$ cat config.mk
export PLATFORM = sky130hd
export DESIGN_NAME = config_set_manager
export DESIGN_NICKNAME = d
export VERILOG_FILES = /design/src/rtl/cfg_set_pkg.sv /design/src/rtl/config_set_manager.sv /design/src/rtl/cfg_nv_store.sv
export SDC_FILE = /design/constraint.sdc
export NUM_CORES = 1
export LEC_CHECK = 0
export BUFFER_PORTS_ARGS = -buffer_cell sky130_fd_sc_hd__clkbuf_2
export CORE_MARGIN = 2
export CORE_UTILIZATION = 55
export CTS_BUF_LIST = sky130_fd_sc_hd__clkbuf_4
export CTS_CLUSTER_DIAMETER = 120
export CTS_CLUSTER_SIZE = 24
export DETAILED_ROUTE_END_ITERATION = 10
export HOLD_SLACK_MARGIN = 0.1
export PLACE_DENSITY = 0.8
export SLEW_MARGIN = 20
export SYNTH_ARGS = -nofsm -noshare
export SYNTH_HDL_FRONTEND = slang
export SYNTH_SLANG_ARGS = --single-unit
$ cat constraint.sdc
create_clock -name aclk -period 4 [get_ports aclk]
set_clock_uncertainty 0.1 [all_clocks]
set_input_delay 0.2 -clock aclk [delete_from_list [all_inputs] [get_ports aclk]]
set_output_delay 0.2 -clock aclk [all_outputs]
set_load 0.1 [all_outputs]
$ cat src/rtl/cfg_set_pkg.sv
// constants for the configuration set manager
`default_nettype none
package cfg_set_pkg;
    // register byte offsets
    localparam logic [7:0] OFF_GAIN = 8'h00;
    localparam logic [7:0] OFF_EXPO_AUTO = 8'h04;
    localparam logic [7:0] OFF_LUT = 8'h08;
    localparam logic [7:0] OFF_BASELINE = 8'h0c;
    localparam logic [7:0] OFF_SLOT_CHOICE = 8'h10;
    localparam logic [7:0] OFF_BOOT_CHOICE = 8'h14;
    localparam logic [7:0] OFF_COMMAND = 8'h18;
    localparam logic [7:0] OFF_STATUS = 8'h1c;
    // command bits
    localparam int CMD_STORE_BIT = 0;
    localparam int CMD_RESTORE_BIT = 1;
    // status bits
    localparam int STAT_BUSY_BIT = 0;
    localparam int STAT_REJECT_BIT = 1;
    // slot codes: 0 default set, 1..3 user slots
    localparam logic [1:0] SLOT_DEFAULT = 2'h0;
    localparam logic [1:0] SLOT_USER1 = 2'h1;
    localparam logic [1:0] SLOT_USER3 = 2'h3;
    // factory setup codes
    localparam logic [1:0] FAC_STANDARD = 2'h0;
    localparam logic [1:0] FAC_HIGH_GAIN = 2'h1;
    localparam logic [1:0] FAC_AUTO = 2'h2;
    localparam logic [1:0] FAC_COLOUR = 2'h3;
    // factory gain values in dB steps and exposure auto modes
    localparam logic [7:0] GAIN_LOW = 8'h00;
    localparam logic [7:0] GAIN_PLUS6 = 8'h06;
    localparam logic [7:0] GAIN_COLOUR = 8'h02;
    localparam logic [1:0] EXPO_OFF = 2'h0;
    localparam logic [1:0] EXPO_CONT = 2'h2;
    // cycles taken by one non-volatile copy
    localparam logic [3:0] COPY_CYCLES = 4'h8;
    localparam logic [1:0] RESP_OKAY = 2'h0;
    localparam logic [1:0] RESP_SLVERR = 2'h2;
endpackage
`default_nettype wire

$ cat src/rtl/config_set_manager.sv
// configuration set manager with axi4-lite registers
`timescale 1ns/1ps
`default_nettype none
module config_set_manager
(
    input wire logic aclk,
    input wire logic aresetn,
    input wire logic aclk_en,
    input wire logic acq_active,
    input wire logic [7:0] s_axi_awaddr,
    input wire logic s_axi_awvalid,
    output logic s_axi_awready,
    input wire logic [31:0] s_axi_wdata,
    input wire logic [3:0] s_axi_wstrb,
    input wire logic s_axi_wvalid,
    output logic s_axi_wready,
    output logic [1:0] s_axi_bresp,
    output logic s_axi_bvalid,
    input wire logic s_axi_bready,
    input wire logic [7:0] s_axi_araddr,
    input wire logic s_axi_arvalid,
    output logic s_axi_arready,
    output logic [31:0] s_axi_rdata,
    output logic [1:0] s_axi_rresp,
    output logic s_axi_rvalid,
    input wire logic s_axi_rready,
    output logic [7:0] gain,
    output logic [1:0] expo_auto,
    output logic busy
);
    typedef enum logic [1:0] {ST_BOOT, ST_IDLE, ST_COPY} phase_t;
    typedef struct packed {
        phase_t phase;
        logic [3:0] cnt;
        logic store_dir;
        logic [7:0] gain;
        logic [1:0] expo;
        logic [7:0] lut;
        logic [1:0] slot_choice;
        logic reject;
        logic aw_ok;
        logic w_ok;
        logic [7:0] awaddr;
        logic [31:0] wdata;
        logic [3:0] wstrb;
        logic bvalid;
        logic [1:0] bresp;
        logic arready;
        logic rvalid;
        logic [31:0] rdata;
        logic [1:0] rresp;
        logic acq_s1;
        logic acq_s2;
        logic busy;
    } state_t;
    state_t s;
    state_t next_s;
    logic nv_wr;
    logic nv_cfg_wr;
    logic [1:0] nv_rd_slot;
    logic [9:0] nv_rd_data;
    logic [1:0] nv_baseline;
    logic [1:0] nv_boot;
    logic [1:0] next_baseline;
    logic [1:0] next_boot;
    logic do_write;
    logic [31:0] wmask;

    // fixed factory images, gain then exposure mode
    function automatic logic [9:0] factory_image(input logic [1:0] sel);
        logic [9:0] img;
        img = {cfg_set_pkg::GAIN_LOW, cfg_set_pkg::EXPO_OFF};
        unique case (sel)
            cfg_set_pkg::FAC_STANDARD: img = {cfg_set_pkg::GAIN_LOW, cfg_set_pkg::EXPO_OFF};
            cfg_set_pkg::FAC_HIGH_GAIN: img = {cfg_set_pkg::GAIN_PLUS6, cfg_set_pkg::EXPO_OFF};
            cfg_set_pkg::FAC_AUTO: img = {cfg_set_pkg::GAIN_LOW, cfg_set_pkg::EXPO_CONT};
            cfg_set_pkg::FAC_COLOUR: img = {cfg_set_pkg::GAIN_COLOUR, cfg_set_pkg::EXPO_OFF};
        endcase
        return img;
    endfunction

    // baseline and user slots in non-volatile store
    cfg_nv_store u_nv
    (
        .aclk(aclk),
        .aclk_en(aclk_en),
        .wr_en(nv_wr),
        .wr_slot(s.slot_choice),
        .wr_data({s.gain, s.expo}),
        .rd_slot(nv_rd_slot),
        .rd_data(nv_rd_data),
        .cfg_wr(nv_cfg_wr),
        .baseline_in(next_baseline),
        .boot_in(next_boot),
        .baseline(nv_baseline),
        .boot(nv_boot)
    );

    ////////////////////////////////////////////////////////////////////////////
    always_comb
    begin
        next_s = s;
        nv_wr = 1'b0;
        nv_cfg_wr = 1'b0;
        next_baseline = nv_baseline;
        next_boot = nv_boot;
        nv_rd_slot = s.slot_choice;
        do_write = 1'b0;
        wmask = {{8{s.wstrb[3]}}, {8{s.wstrb[2]}}, {8{s.wstrb[1]}}, {8{s.wstrb[0]}}};
        next_s.acq_s1 = acq_active;
        next_s.acq_s2 = s.acq_s1;
        // write channels accepted in either order
        if (s_axi_awvalid && !s.aw_ok && !s.bvalid)
        begin
            next_s.aw_ok = 1'b1;
            next_s.awaddr = s_axi_awaddr;
        end
        if (s_axi_wvalid && !s.w_ok && !s.bvalid)
        begin
            next_s.w_ok = 1'b1;
            next_s.wdata = s_axi_wdata;
            next_s.wstrb = s_axi_wstrb;
        end
        if (s.bvalid && s_axi_bready)
            next_s.bvalid = 1'b0;
        if (s.aw_ok && s.w_ok && !s.bvalid)
        begin
            do_write = 1'b1;
            next_s.aw_ok = 1'b0;
            next_s.w_ok = 1'b0;
            next_s.bvalid = 1'b1;
            next_s.bresp = cfg_set_pkg::RESP_OKAY;
            next_s.reject = 1'b0;
        end
        unique case (s.phase)
            ST_BOOT:
            begin
                nv_rd_slot = nv_boot;
                next_s.phase = ST_IDLE;
                if (nv_boot == cfg_set_pkg::SLOT_DEFAULT)
                    {next_s.gain, next_s.expo} = factory_image(nv_baseline);
                else
                    {next_s.gain, next_s.expo} = nv_rd_data;
            end
            ST_COPY:
            begin
                next_s.cnt = s.cnt - 4'h1;
                if (s.cnt == 4'h1)
                begin
                    next_s.phase = ST_IDLE;
                    if (s.store_dir)
                        nv_wr = 1'b1;
                    else if (s.slot_choice == cfg_set_pkg::SLOT_DEFAULT)
                        {next_s.gain, next_s.expo} = factory_image(nv_baseline);
                    else
                        {next_s.gain, next_s.expo} = nv_rd_data;
                end
            end
            ST_IDLE:
            begin
            end
        endcase
        if (do_write)
        begin
            // refuse commands and selections while copying
            if (s.phase != ST_IDLE && s.awaddr >= cfg_set_pkg::OFF_BASELINE
                && s.awaddr <= cfg_set_pkg::OFF_COMMAND)
            begin
                next_s.bresp = cfg_set_pkg::RESP_SLVERR;
                next_s.reject = 1'b1;
            end
            else
            begin
                unique case (s.awaddr)
                    // host writes go to active set
                    cfg_set_pkg::OFF_GAIN: next_s.gain = (s.gain & ~wmask[7:0]) | (s.wdata[7:0] & wmask[7:0]);
                    cfg_set_pkg::OFF_EXPO_AUTO: if (s.wstrb[0]) next_s.expo = s.wdata[1:0];
                    cfg_set_pkg::OFF_LUT: if (s.wstrb[0]) next_s.lut = s.wdata[7:0];
                    cfg_set_pkg::OFF_BASELINE:
                        if (s.acq_s2)
                        begin
                            next_s.bresp = cfg_set_pkg::RESP_SLVERR;
                            next_s.reject = 1'b1;
                        end
                        else if (s.wstrb[0])
                        begin
                            next_baseline = s.wdata[1:0];
                            nv_cfg_wr = 1'b1;
                        end
                    cfg_set_pkg::OFF_SLOT_CHOICE: if (s.wstrb[0]) next_s.slot_choice = s.wdata[1:0];
                    cfg_set_pkg::OFF_BOOT_CHOICE:
                        if (s.wstrb[0])
                        begin
                            next_boot = s.wdata[1:0];
                            nv_cfg_wr = 1'b1;
                        end
                    cfg_set_pkg::OFF_COMMAND:
                        if (s.wstrb[0] && s.wdata[cfg_set_pkg::CMD_STORE_BIT])
                        begin
                            if (s.slot_choice == cfg_set_pkg::SLOT_DEFAULT)
                            begin
                                next_s.bresp = cfg_set_pkg::RESP_SLVERR;
                                next_s.reject = 1'b1;
                            end
                            else
                            begin
                                next_s.phase = ST_COPY;
                                next_s.cnt = cfg_set_pkg::COPY_CYCLES;
                                next_s.store_dir = 1'b1;
                            end
                        end
                        else if (s.wstrb[0] && s.wdata[cfg_set_pkg::CMD_RESTORE_BIT])
                        begin
                            if (s.acq_s2)
                            begin
                                next_s.bresp = cfg_set_pkg::RESP_SLVERR;
                                next_s.reject = 1'b1;
                            end
                            else
                            begin
                                next_s.phase = ST_COPY;
                                next_s.cnt = cfg_set_pkg::COPY_CYCLES;
                                next_s.store_dir = 1'b0;
                            end
                        end
                    cfg_set_pkg::OFF_STATUS:
                    begin
                    end
                    default: next_s.bresp = cfg_set_pkg::RESP_SLVERR;
                endcase
            end
        end
        // read channel
        next_s.arready = 1'b0;
        if (s.rvalid && s_axi_rready)
            next_s.rvalid = 1'b0;
        if (s_axi_arvalid && !s.arready && !s.rvalid)
        begin
            next_s.arready = 1'b1;
            next_s.rvalid = 1'b1;
            next_s.rresp = cfg_set_pkg::RESP_OKAY;
            next_s.rdata = 32'h0000_0000;
            unique case (s_axi_araddr)
                cfg_set_pkg::OFF_GAIN: next_s.rdata[7:0] = s.gain;
                cfg_set_pkg::OFF_EXPO_AUTO: next_s.rdata[1:0] = s.expo;
                cfg_set_pkg::OFF_LUT: next_s.rdata[7:0] = s.lut;
                cfg_set_pkg::OFF_BASELINE: next_s.rdata[1:0] = nv_baseline;
                cfg_set_pkg::OFF_SLOT_CHOICE: next_s.rdata[1:0] = s.slot_choice;
                cfg_set_pkg::OFF_BOOT_CHOICE: next_s.rdata[1:0] = nv_boot;
                cfg_set_pkg::OFF_COMMAND:
                begin
                end
                cfg_set_pkg::OFF_STATUS:
                begin
                    next_s.rdata[cfg_set_pkg::STAT_BUSY_BIT] = (s.phase != ST_IDLE);
                    next_s.rdata[cfg_set_pkg::STAT_REJECT_BIT] = s.reject;
                end
                default: next_s.rresp = cfg_set_pkg::RESP_SLVERR;
            endcase
        end
        next_s.busy = (next_s.phase == ST_COPY);
    end

    ////////////////////////////////////////////////////////////////////////////
    always_ff @(posedge aclk)
    begin
        if (!aresetn)
        begin
            s <= '0;
            s.phase <= ST_BOOT;
        end
        else if (aclk_en)
            s <= next_s;
    end

    assign s_axi_awready = s.aw_ok;
    assign s_axi_wready = s.w_ok;
    assign s_axi_bvalid = s.bvalid;
    assign s_axi_bresp = s.bresp;
    assign s_axi_arready = s.arready;
    assign s_axi_rvalid = s.rvalid;
    assign s_axi_rdata = s.rdata;
    assign s_axi_rresp = s.rresp;
    assign gain = s.gain;
    assign expo_auto = s.expo;
    assign busy = s.busy;

    ////////////////////////////////////////////////////////////////////////////
    // busy spans the copy
    a_copy_busy_len: assert property (@(posedge aclk) disable iff (!aresetn)
        (aclk_en && s.phase == ST_IDLE ##1 s.phase == ST_COPY && aclk_en) |-> s.cnt == cfg_set_pkg::COPY_CYCLES)
        else $error("copy count not loaded");
    a_store_no_active: assert property (@(posedge aclk) disable iff (!aresetn)
        (s.phase == ST_COPY && s.store_dir && aclk_en && !do_write) |=> $stable(s.gain))
        else $error("store changed active set");
    a_boot_leaves: assert property (@(posedge aclk) disable iff (!aresetn)
        (s.phase == ST_BOOT && aclk_en) |=> s.phase == ST_IDLE)
        else $error("startup load did not finish");
    a_reject_busy_cmd: assert property (@(posedge aclk) disable iff (!aresetn)
        (aclk_en && do_write && s.phase == ST_COPY && s.awaddr == cfg_set_pkg::OFF_COMMAND)
        |=> s.reject && s.bresp == cfg_set_pkg::RESP_SLVERR)
        else $error("command taken while busy");
    a_baseline_idle: assert property (@(posedge aclk) disable iff (!aresetn)
        (aclk_en && nv_cfg_wr && s.awaddr == cfg_set_pkg::OFF_BASELINE) |-> !s.acq_s2)
        else $error("baseline changed while acquiring");
    a_restore_idle: assert property (@(posedge aclk) disable iff (!aresetn)
        (aclk_en && s.phase == ST_IDLE ##1 s.phase == ST_COPY && !s.store_dir) |-> !$past(s.acq_s2))
        else $error("restore taken while acquiring");
    a_lut_reset: assert property (@(posedge aclk)
        !aresetn |=> s.lut == 8'h00)
        else $error("lookup table survived reset");
    a_write_resp: assert property (@(posedge aclk) disable iff (!aresetn)
        (aclk_en && do_write) |=> s.bvalid)
        else $error("write response missing");
endmodule
`default_nettype wire

$ cat src/rtl/cfg_nv_store.sv
// non-volatile store for user slots and baseline choices
`timescale 1ns/1ps
`default_nettype none
module cfg_nv_store
(
    input wire logic aclk,
    input wire logic aclk_en,
    input wire logic wr_en,
    input wire logic [1:0] wr_slot,
    input wire logic [9:0] wr_data,
    input wire logic [1:0] rd_slot,
    output logic [9:0] rd_data,
    input wire logic cfg_wr,
    input wire logic [1:0] baseline_in,
    input wire logic [1:0] boot_in,
    output logic [1:0] baseline,
    output logic [1:0] boot
);
    // no reset here, slots survive like flash
    logic [9:0] slot_mem [1:3] = '{10'h000, 10'h000, 10'h000};
    logic [1:0] baseline_q = cfg_set_pkg::FAC_STANDARD;
    logic [1:0] boot_q = cfg_set_pkg::SLOT_DEFAULT;
    always_ff @(posedge aclk)
    begin
        if (aclk_en)
        begin
            if (wr_en && wr_slot != cfg_set_pkg::SLOT_DEFAULT)
                slot_mem[wr_slot] <= wr_data;
            if (cfg_wr)
            begin
                baseline_q <= baseline_in;
                boot_q <= boot_in;
            end
        end
    end
    assign rd_data = (rd_slot == cfg_set_pkg::SLOT_DEFAULT) ? 10'h000 : slot_mem[rd_slot];
    assign baseline = baseline_q;
    assign boot = boot_q;
endmodule
`default_nettype wire

After elaboration in Yosys (flattened, before gate mapping)
Memories as Yosys holds them, arrays and structs flattened.
Cells that the tools add are included.
{"block": "word_totals", "reg_bits": 69, "mem_bits_rw": 30, "elab_cells": 164, "memories": 1}
{"block": "op_classes", "n_addsub": 1, "order_cmp": 2, "n_eq_ne": 23, "n_mux": 60, "n_bitwise": 6, "reduce_logical": 47}
{"memory": "u_nv.slot_mem", "depth": 3, "width": 10, "read_ports": 1, "rd_clocked_by_memory_dff": 0, "wr": 1, "line": "cfg_nv_store.sv:20", "rtl": "logic [9:0] slot_mem [1:3] = '{10'h000, 10'h000, 10'h000};"}
{"op": "== test 8 x 5 -> 1 bit, second input constant", "n": 8}
{"op": "2-to-1 mux 10 bit", "n": 5}
{"op": "one-hot mux 10 bit (4 select lines)", "n": 1}
{"op": "2-to-1 mux 36 bit", "n": 1}
{"op": "2-to-1 mux 7 bit", "n": 5}
{"op": "== test 8 x 4 -> 1 bit, second input constant", "n": 4}
{"op": "2-to-1 mux 28 bit", "n": 1}
{"op": "2-to-1 mux 27 bit", "n": 1}
{"op": "2-to-1 mux 2 bit", "n": 13}
{"op": "2-to-1 mux 8 bit", "n": 3}
{"op": "2-to-1 mux 1 bit", "n": 20}
{"op": "one-hot mux 10 bit (2 select lines)", "n": 1}
{"op": "AND 8 bit", "n": 2}
{"op": "== test 8 x 3 -> 1 bit, second input constant", "n": 2}
{"op": "logical NOT 8 bit", "n": 2}
{"op": "logical AND 1 bit", "n": 15}
{"op": "one-hot mux 2 bit (7 select lines)", "n": 1}
{"op": "AND reduction 2 bit", "n": 7}
{"op": "AND reduction 7 bit", "n": 2}
{"op": "one-hot mux 6 bit (2 select lines)", "n": 1}
{"op": "nonzero test 2 bit", "n": 6}
{"op": "logical NOT 2 bit", "n": 5}
{"op": "AND reduction 5 bit", "n": 2}
{"op": "== test 2 bit, second input constant", "n": 4}
{"op": "other kinds (19)", "n": 27}

Logic depth before layout (Yosys ltp)
{"block": "depth", "depth_word": 13, "mapped_depth": 7}

Cells and area by module
From an unflattened synthesis, not the netlist that was laid out.
{"block": "hier_totals", "cells_unflattened": 500, "area_unflattened_um2": 4953.5}
{"module": "config_set_manager", "n_inst": 1, "cells_each": 435, "area_per_inst_um2": 3671.0}
{"module": "cfg_nv_store", "n_inst": 1, "cells_each": 65, "area_per_inst_um2": 1282.5}

Least setup slack after synthesis
Ideal clock, no wire load.
{"block": "synth_timing", "kind": "flip-flop to flip-flop", "startpoint": "register s (netlist bit s_axi_awready)", "endpoint": "register s[91] in the netlist's numbering", "setup_time_ns": 0.118, "arrival_time_ns": 2.183, "path_slack_ns": 1.600, "stages_incl_launch_ff": 7, "n_path_buf": 1, "synth_period_minus_slack_ns": 2.400, "path_cell_list": "dfxtp_1 and4b_1 buf_2 and2_1 nand3_1 mux2i_1 nor2b_1"}
{"block": "synth_via", "elab_chain_cells": 4}
{"item": "start, declared", "line": "config_set_manager.sv:56", "rtl": "state_t s;"}
{"item": "start signal, assigned", "line": "config_set_manager.sv:273", "rtl": "s <= next_s;"}
{"item": "logical AND 1 bit (2 in a row)", "line": "config_set_manager.sv:126", "rtl": "if (s.aw_ok && s.w_ok && !s.bvalid)"}
{"item": "2-to-1 mux 1 bit", "line": "config_set_manager.sv:126"}
{"item": "AND reduction 5 bit (no source line)"}
No other way between the ends.
A chain may end at the register's enable or synchronous reset.

Final worst setup path
{"block": "layout_timing", "startpoint": "register s[115] in the netlist's numbering", "endpoint": "memory u_nv.slot_mem[1][0], enable pin"}
{"block": "layout_via", "elab_chain_cells": 6}
{"item": "== test 2 bit", "line": "config_set_manager.sv:135", "rtl": "unique case (s.phase)"}
{"item": "2-to-1 mux 1 bit", "line": "config_set_manager.sv:135"}
{"item": "logical AND 1 bit", "line": "cfg_nv_store.sv:27", "rtl": "if (wr_en && wr_slot != cfg_set_pkg::SLOT_DEFAULT)"}
{"item": "2-to-1 mux 1 bit", "line": "cfg_nv_store.sv:27"}
{"item": "2-to-1 mux 1 bit", "line": "cfg_nv_store.sv:25", "rtl": "if (aclk_en)"}
{"item": "2-to-1 mux 1 bit (not written as such)", "line": "cfg_nv_store.sv:28", "rtl": "slot_mem[wr_slot] <= wr_data;"}
{"item": "end, declared", "line": "cfg_nv_store.sv:20"}
No other way between the ends.

==> run summary <==
In this run the register-to-register setup slack is 1400 ps. After clock tree synthesis, the clock-pin slew on the worst setup and hold paths is 150 ps. Final number of hold-violating endpoints: 0. The logs give 0 for the total congestion overflow after global routing and 0 for the number of inserted diodes. The tools report the leakage power figure as 2.05 nW. Using the TritonRoute via totals, the vias-per-cell ratio works out to 5.72. The via count of the first global-routing pass came out at 3,581.

Prior to clock tree synthesis, the placed netlist has a worst setup slack of 1450 ps. Once the clock tree was built, the resizer swapped 0 gates to a different size. The signed area change from the synthesized netlist to the final layout works out to 7.71%. The primary flip-flop cell chosen by synthesis mapping was dfxtp_1.

The post-layout utilization of the core was 0.608. The worst stage delay on the critical path is 650 ps, and the floorplan core area is 8680 sq um. Yosys mapped the design onto 72 distinct sky130hd cell types.

The master cell of the clock root buffer is clkbuf_4. The global routing stage identified its most utilized layer as met2. The die covers 9680 sq um. The synthesized design contains 34 enable-type register cells. The post-route fraction of the period consumed by the critical path is 0.650, and the number of top-level design ports is 113.

Share of synthesized registers carrying an async set or reset: 0. The capture instance of the worst register-to-register path was u_nv.slot_mem[1][0]$_DFFE_PP_. The worst hold path startpoint was s_axi_araddr[6].

The run gives 2 as the maximum clock insertion buffer count. For the half-perimeter wire length after placement, the log shows 7340 um. Traced cell by cell, the critical path runs through nor2b_1, and2_1, and3_2, nand2_1, nor2_1. For this design, the CTS-stage hold fixing added 22 buffers. By count the netlist is led by dfxtp_1, nand2_1, buf_4. The congestion estimate from routability-driven global placement came to 0.835. Dividing the detail-routed wire length by the instance count gives 15.7 um. The tools report the total count of max-transition violations in the final report as 0. dfxtp_1 is the most common cell in the netlist. In this run the number of H-tree levels came out at 3.

The setup slack after layout was 1400 ps. The port buffer count was 60; the required time of the worst setup path was 3970 ps. The synthesized design spends more area on one cell type than any other, namely dfxtp_1. Top cell type's share of synthesized area: 0.261. The logs give 430 ps for the worst-skew pair later-pin latency and 65 for the pin count of the biggest net entering global routing. Adding up every negative setup slack in the final design gives 0 ps. The run finished with clean final reports.

The tools report the count of synthesis-stage warnings from yosys as 0. The highest net fanout along the worst path is 16. The number of placement rows is 34, and the final instance count without filler cells is 660. The logs give 610 for the number of nets at the end of the flow and 2570 ps for the arrival time at the worst endpoint. The area of the mapped netlist was 4900 sq um. For the number of clock sinks, the log shows 98.

The kind of end point of the critical path was a flop. The floorplan die height was 98.4 um; the total power per unit cell area was 370 nW/um^2. STA classifies the critical path startpoint as a flop. The design draws 0.00195 W. The clock period could shrink to 2600 ps. The met1 track demand over resource in global routing came out at 0.291. The global-route met2 utilization is 0.350. The maximum resistive drop on vdd was 0.000336 V. The setup path with the least slack is of type flop to flop. The largest individual stage delay along the critical path comes from the cell dfxtp_1.

The width of the chip is 98.4 um. The global-route usage over all layers is 0.217. Setup repair after global routing left no endpoint under its margin. The normalized max-slew margin came out at 0.309.

Measured in cells, the most critical reg-to-reg path has a length of 5. Across the run, the number of max-cap violations was 0. The worst register-to-register path begins at s[115]$_SDFFE_PN0P_.

The synthesized design contains 98 register bits. For this run, the top clock speed supported by timing is 385 MHz. The path with the worst hold slack has its endpoint at s_axi_rresp[1]$_SDFFE_PN0P_. The final route contains 3,778 vias. The run gives 0.470 as the share of the yosys chip area belonging to registers. The proportion of layout cells with a drive suffix above 1 works out to 0.179. Number of remaining DRC errors: 0. Counting the buffers created by CTS gives 9. The logs give 0 for the initial antenna violation count and 0 for the setup violation total in the final timing report. The min-delay analysis places its worst path in the category input pin to flop. For the iteration-0 DRC count of the detailed router, the log shows 254. TritonCTS built the clock tree. The logs give 5 for the number of detailed-route iterations in the first pass and 622 for the number of cells after detailed placement. Along the worst hold path, the cell count comes to 5. Each instance of the synthesized netlist takes up on average 9.78 sq um.

The first global-routing pass estimated 17,000 um of wire. The tools report the post-CTS setup-driven buffer insertion count as 0. Wires add up to 10,400 um. In the synthesized netlist, the number of instances is 501. The global-route track usage on met3 is 0.0415, and the initial core utilization is 0.565. Ranked by total cell area, the synthesized netlist is headed by dfxtp_1, edfxtp_1, buf_4, nand2_1, o21ai_0. The slew at the pin closest to its max-slew limit is 1040 ps. In this run the remaining antenna-violating nets after routing total 0.
[critical path: cells and delay by family (launching register included)]
family | cells | cell delay [ps]
AND/OR/NAND/NOR | 5 | 1490
flip-flops | 1 | 650
[per-stage QoR]
stage	hold slack, ps	area (sq um)
6_report	143	5280
5_1_grt	147	5280
4_1_cts	118	5280
3_5_place_dp	332	4940
3_3_place_gp	316	4940
2_1_floorplan	245	4990
[cell usage in the layout (no fill, tap or decap), drive strengths merged, types with 21 or more instances in the layout]
master,n
a21boi,22
dfxtp,64
a21oi,24
clkbuf,71
edfxtp,34
nand2,57
o21ai,40
nor2b,21
conb,25
dlygate4sd3,22
[worst max-delay path by stage]
stage / depth (start not counted) / start / end
2_1_floorplan: 6 / s_axi_awready$_SDFFE_PN0P_ / s[91]$_SDFFE_PN0P_
3_3_place_gp: 5 / s[115]$_SDFFE_PN0P_ / u_nv.slot_mem[1][5]$_DFFE_PP_
3_5_place_dp: 5 / s[115]$_SDFFE_PN0P_ / u_nv.slot_mem[1][5]$_DFFE_PP_
4_1_cts: 5 / s[115]$_SDFFE_PN0P_ / u_nv.slot_mem[1][0]$_DFFE_PP_
5_1_grt: 5 / s[115]$_SDFFE_PN0P_ / u_nv.slot_mem[1][0]$_DFFE_PP_
6_report: 5 / s[115]$_SDFFE_PN0P_ / u_nv.slot_mem[1][0]$_DFFE_PP_
[cell type report]
type	count	area, sq um
clock buffer	11	82.6
multi-input combinational	346	2160
sequential	98	2300
inverter	9	33.8
timing repair buffer	83	528
tap	108	135
fill	764	3400
clock inverter	5	38.8
[where the power goes]
group,internal (W),switching [W]
Sequential,0.00106,0.0000348
Combinational,0.0000826,0.000301
Clock,0.000146,0.000331
Total,0.00128,0.000667
[metal layers]
layer / vias up / share of wire
met3: 18 / 0.055
met2: 134 / 0.48
met4: 0 / 0.017
met5: - / 0
li1: 1842 / -
met1: 1784 / 0.45
[cells by family (layout without fill, tap and decap cells)]
group                    Yosys count  after routing  share of synthesized area
AO/OA/AOI/OAI                    133            133                      0.184
XOR/XNOR                           3              3                    0.00536
multiplexers                      18             18                     0.0398
buffers and inverters             81            108                      0.110
adder cells (fa/ha/maj)            2              2                    0.00511
AND/OR/NAND/NOR                  165            165                      0.185
other                              1             25                   0.000765
flip-flops                        98             98                      0.470
No activity file was read; power rests on OpenSTA's default activity.
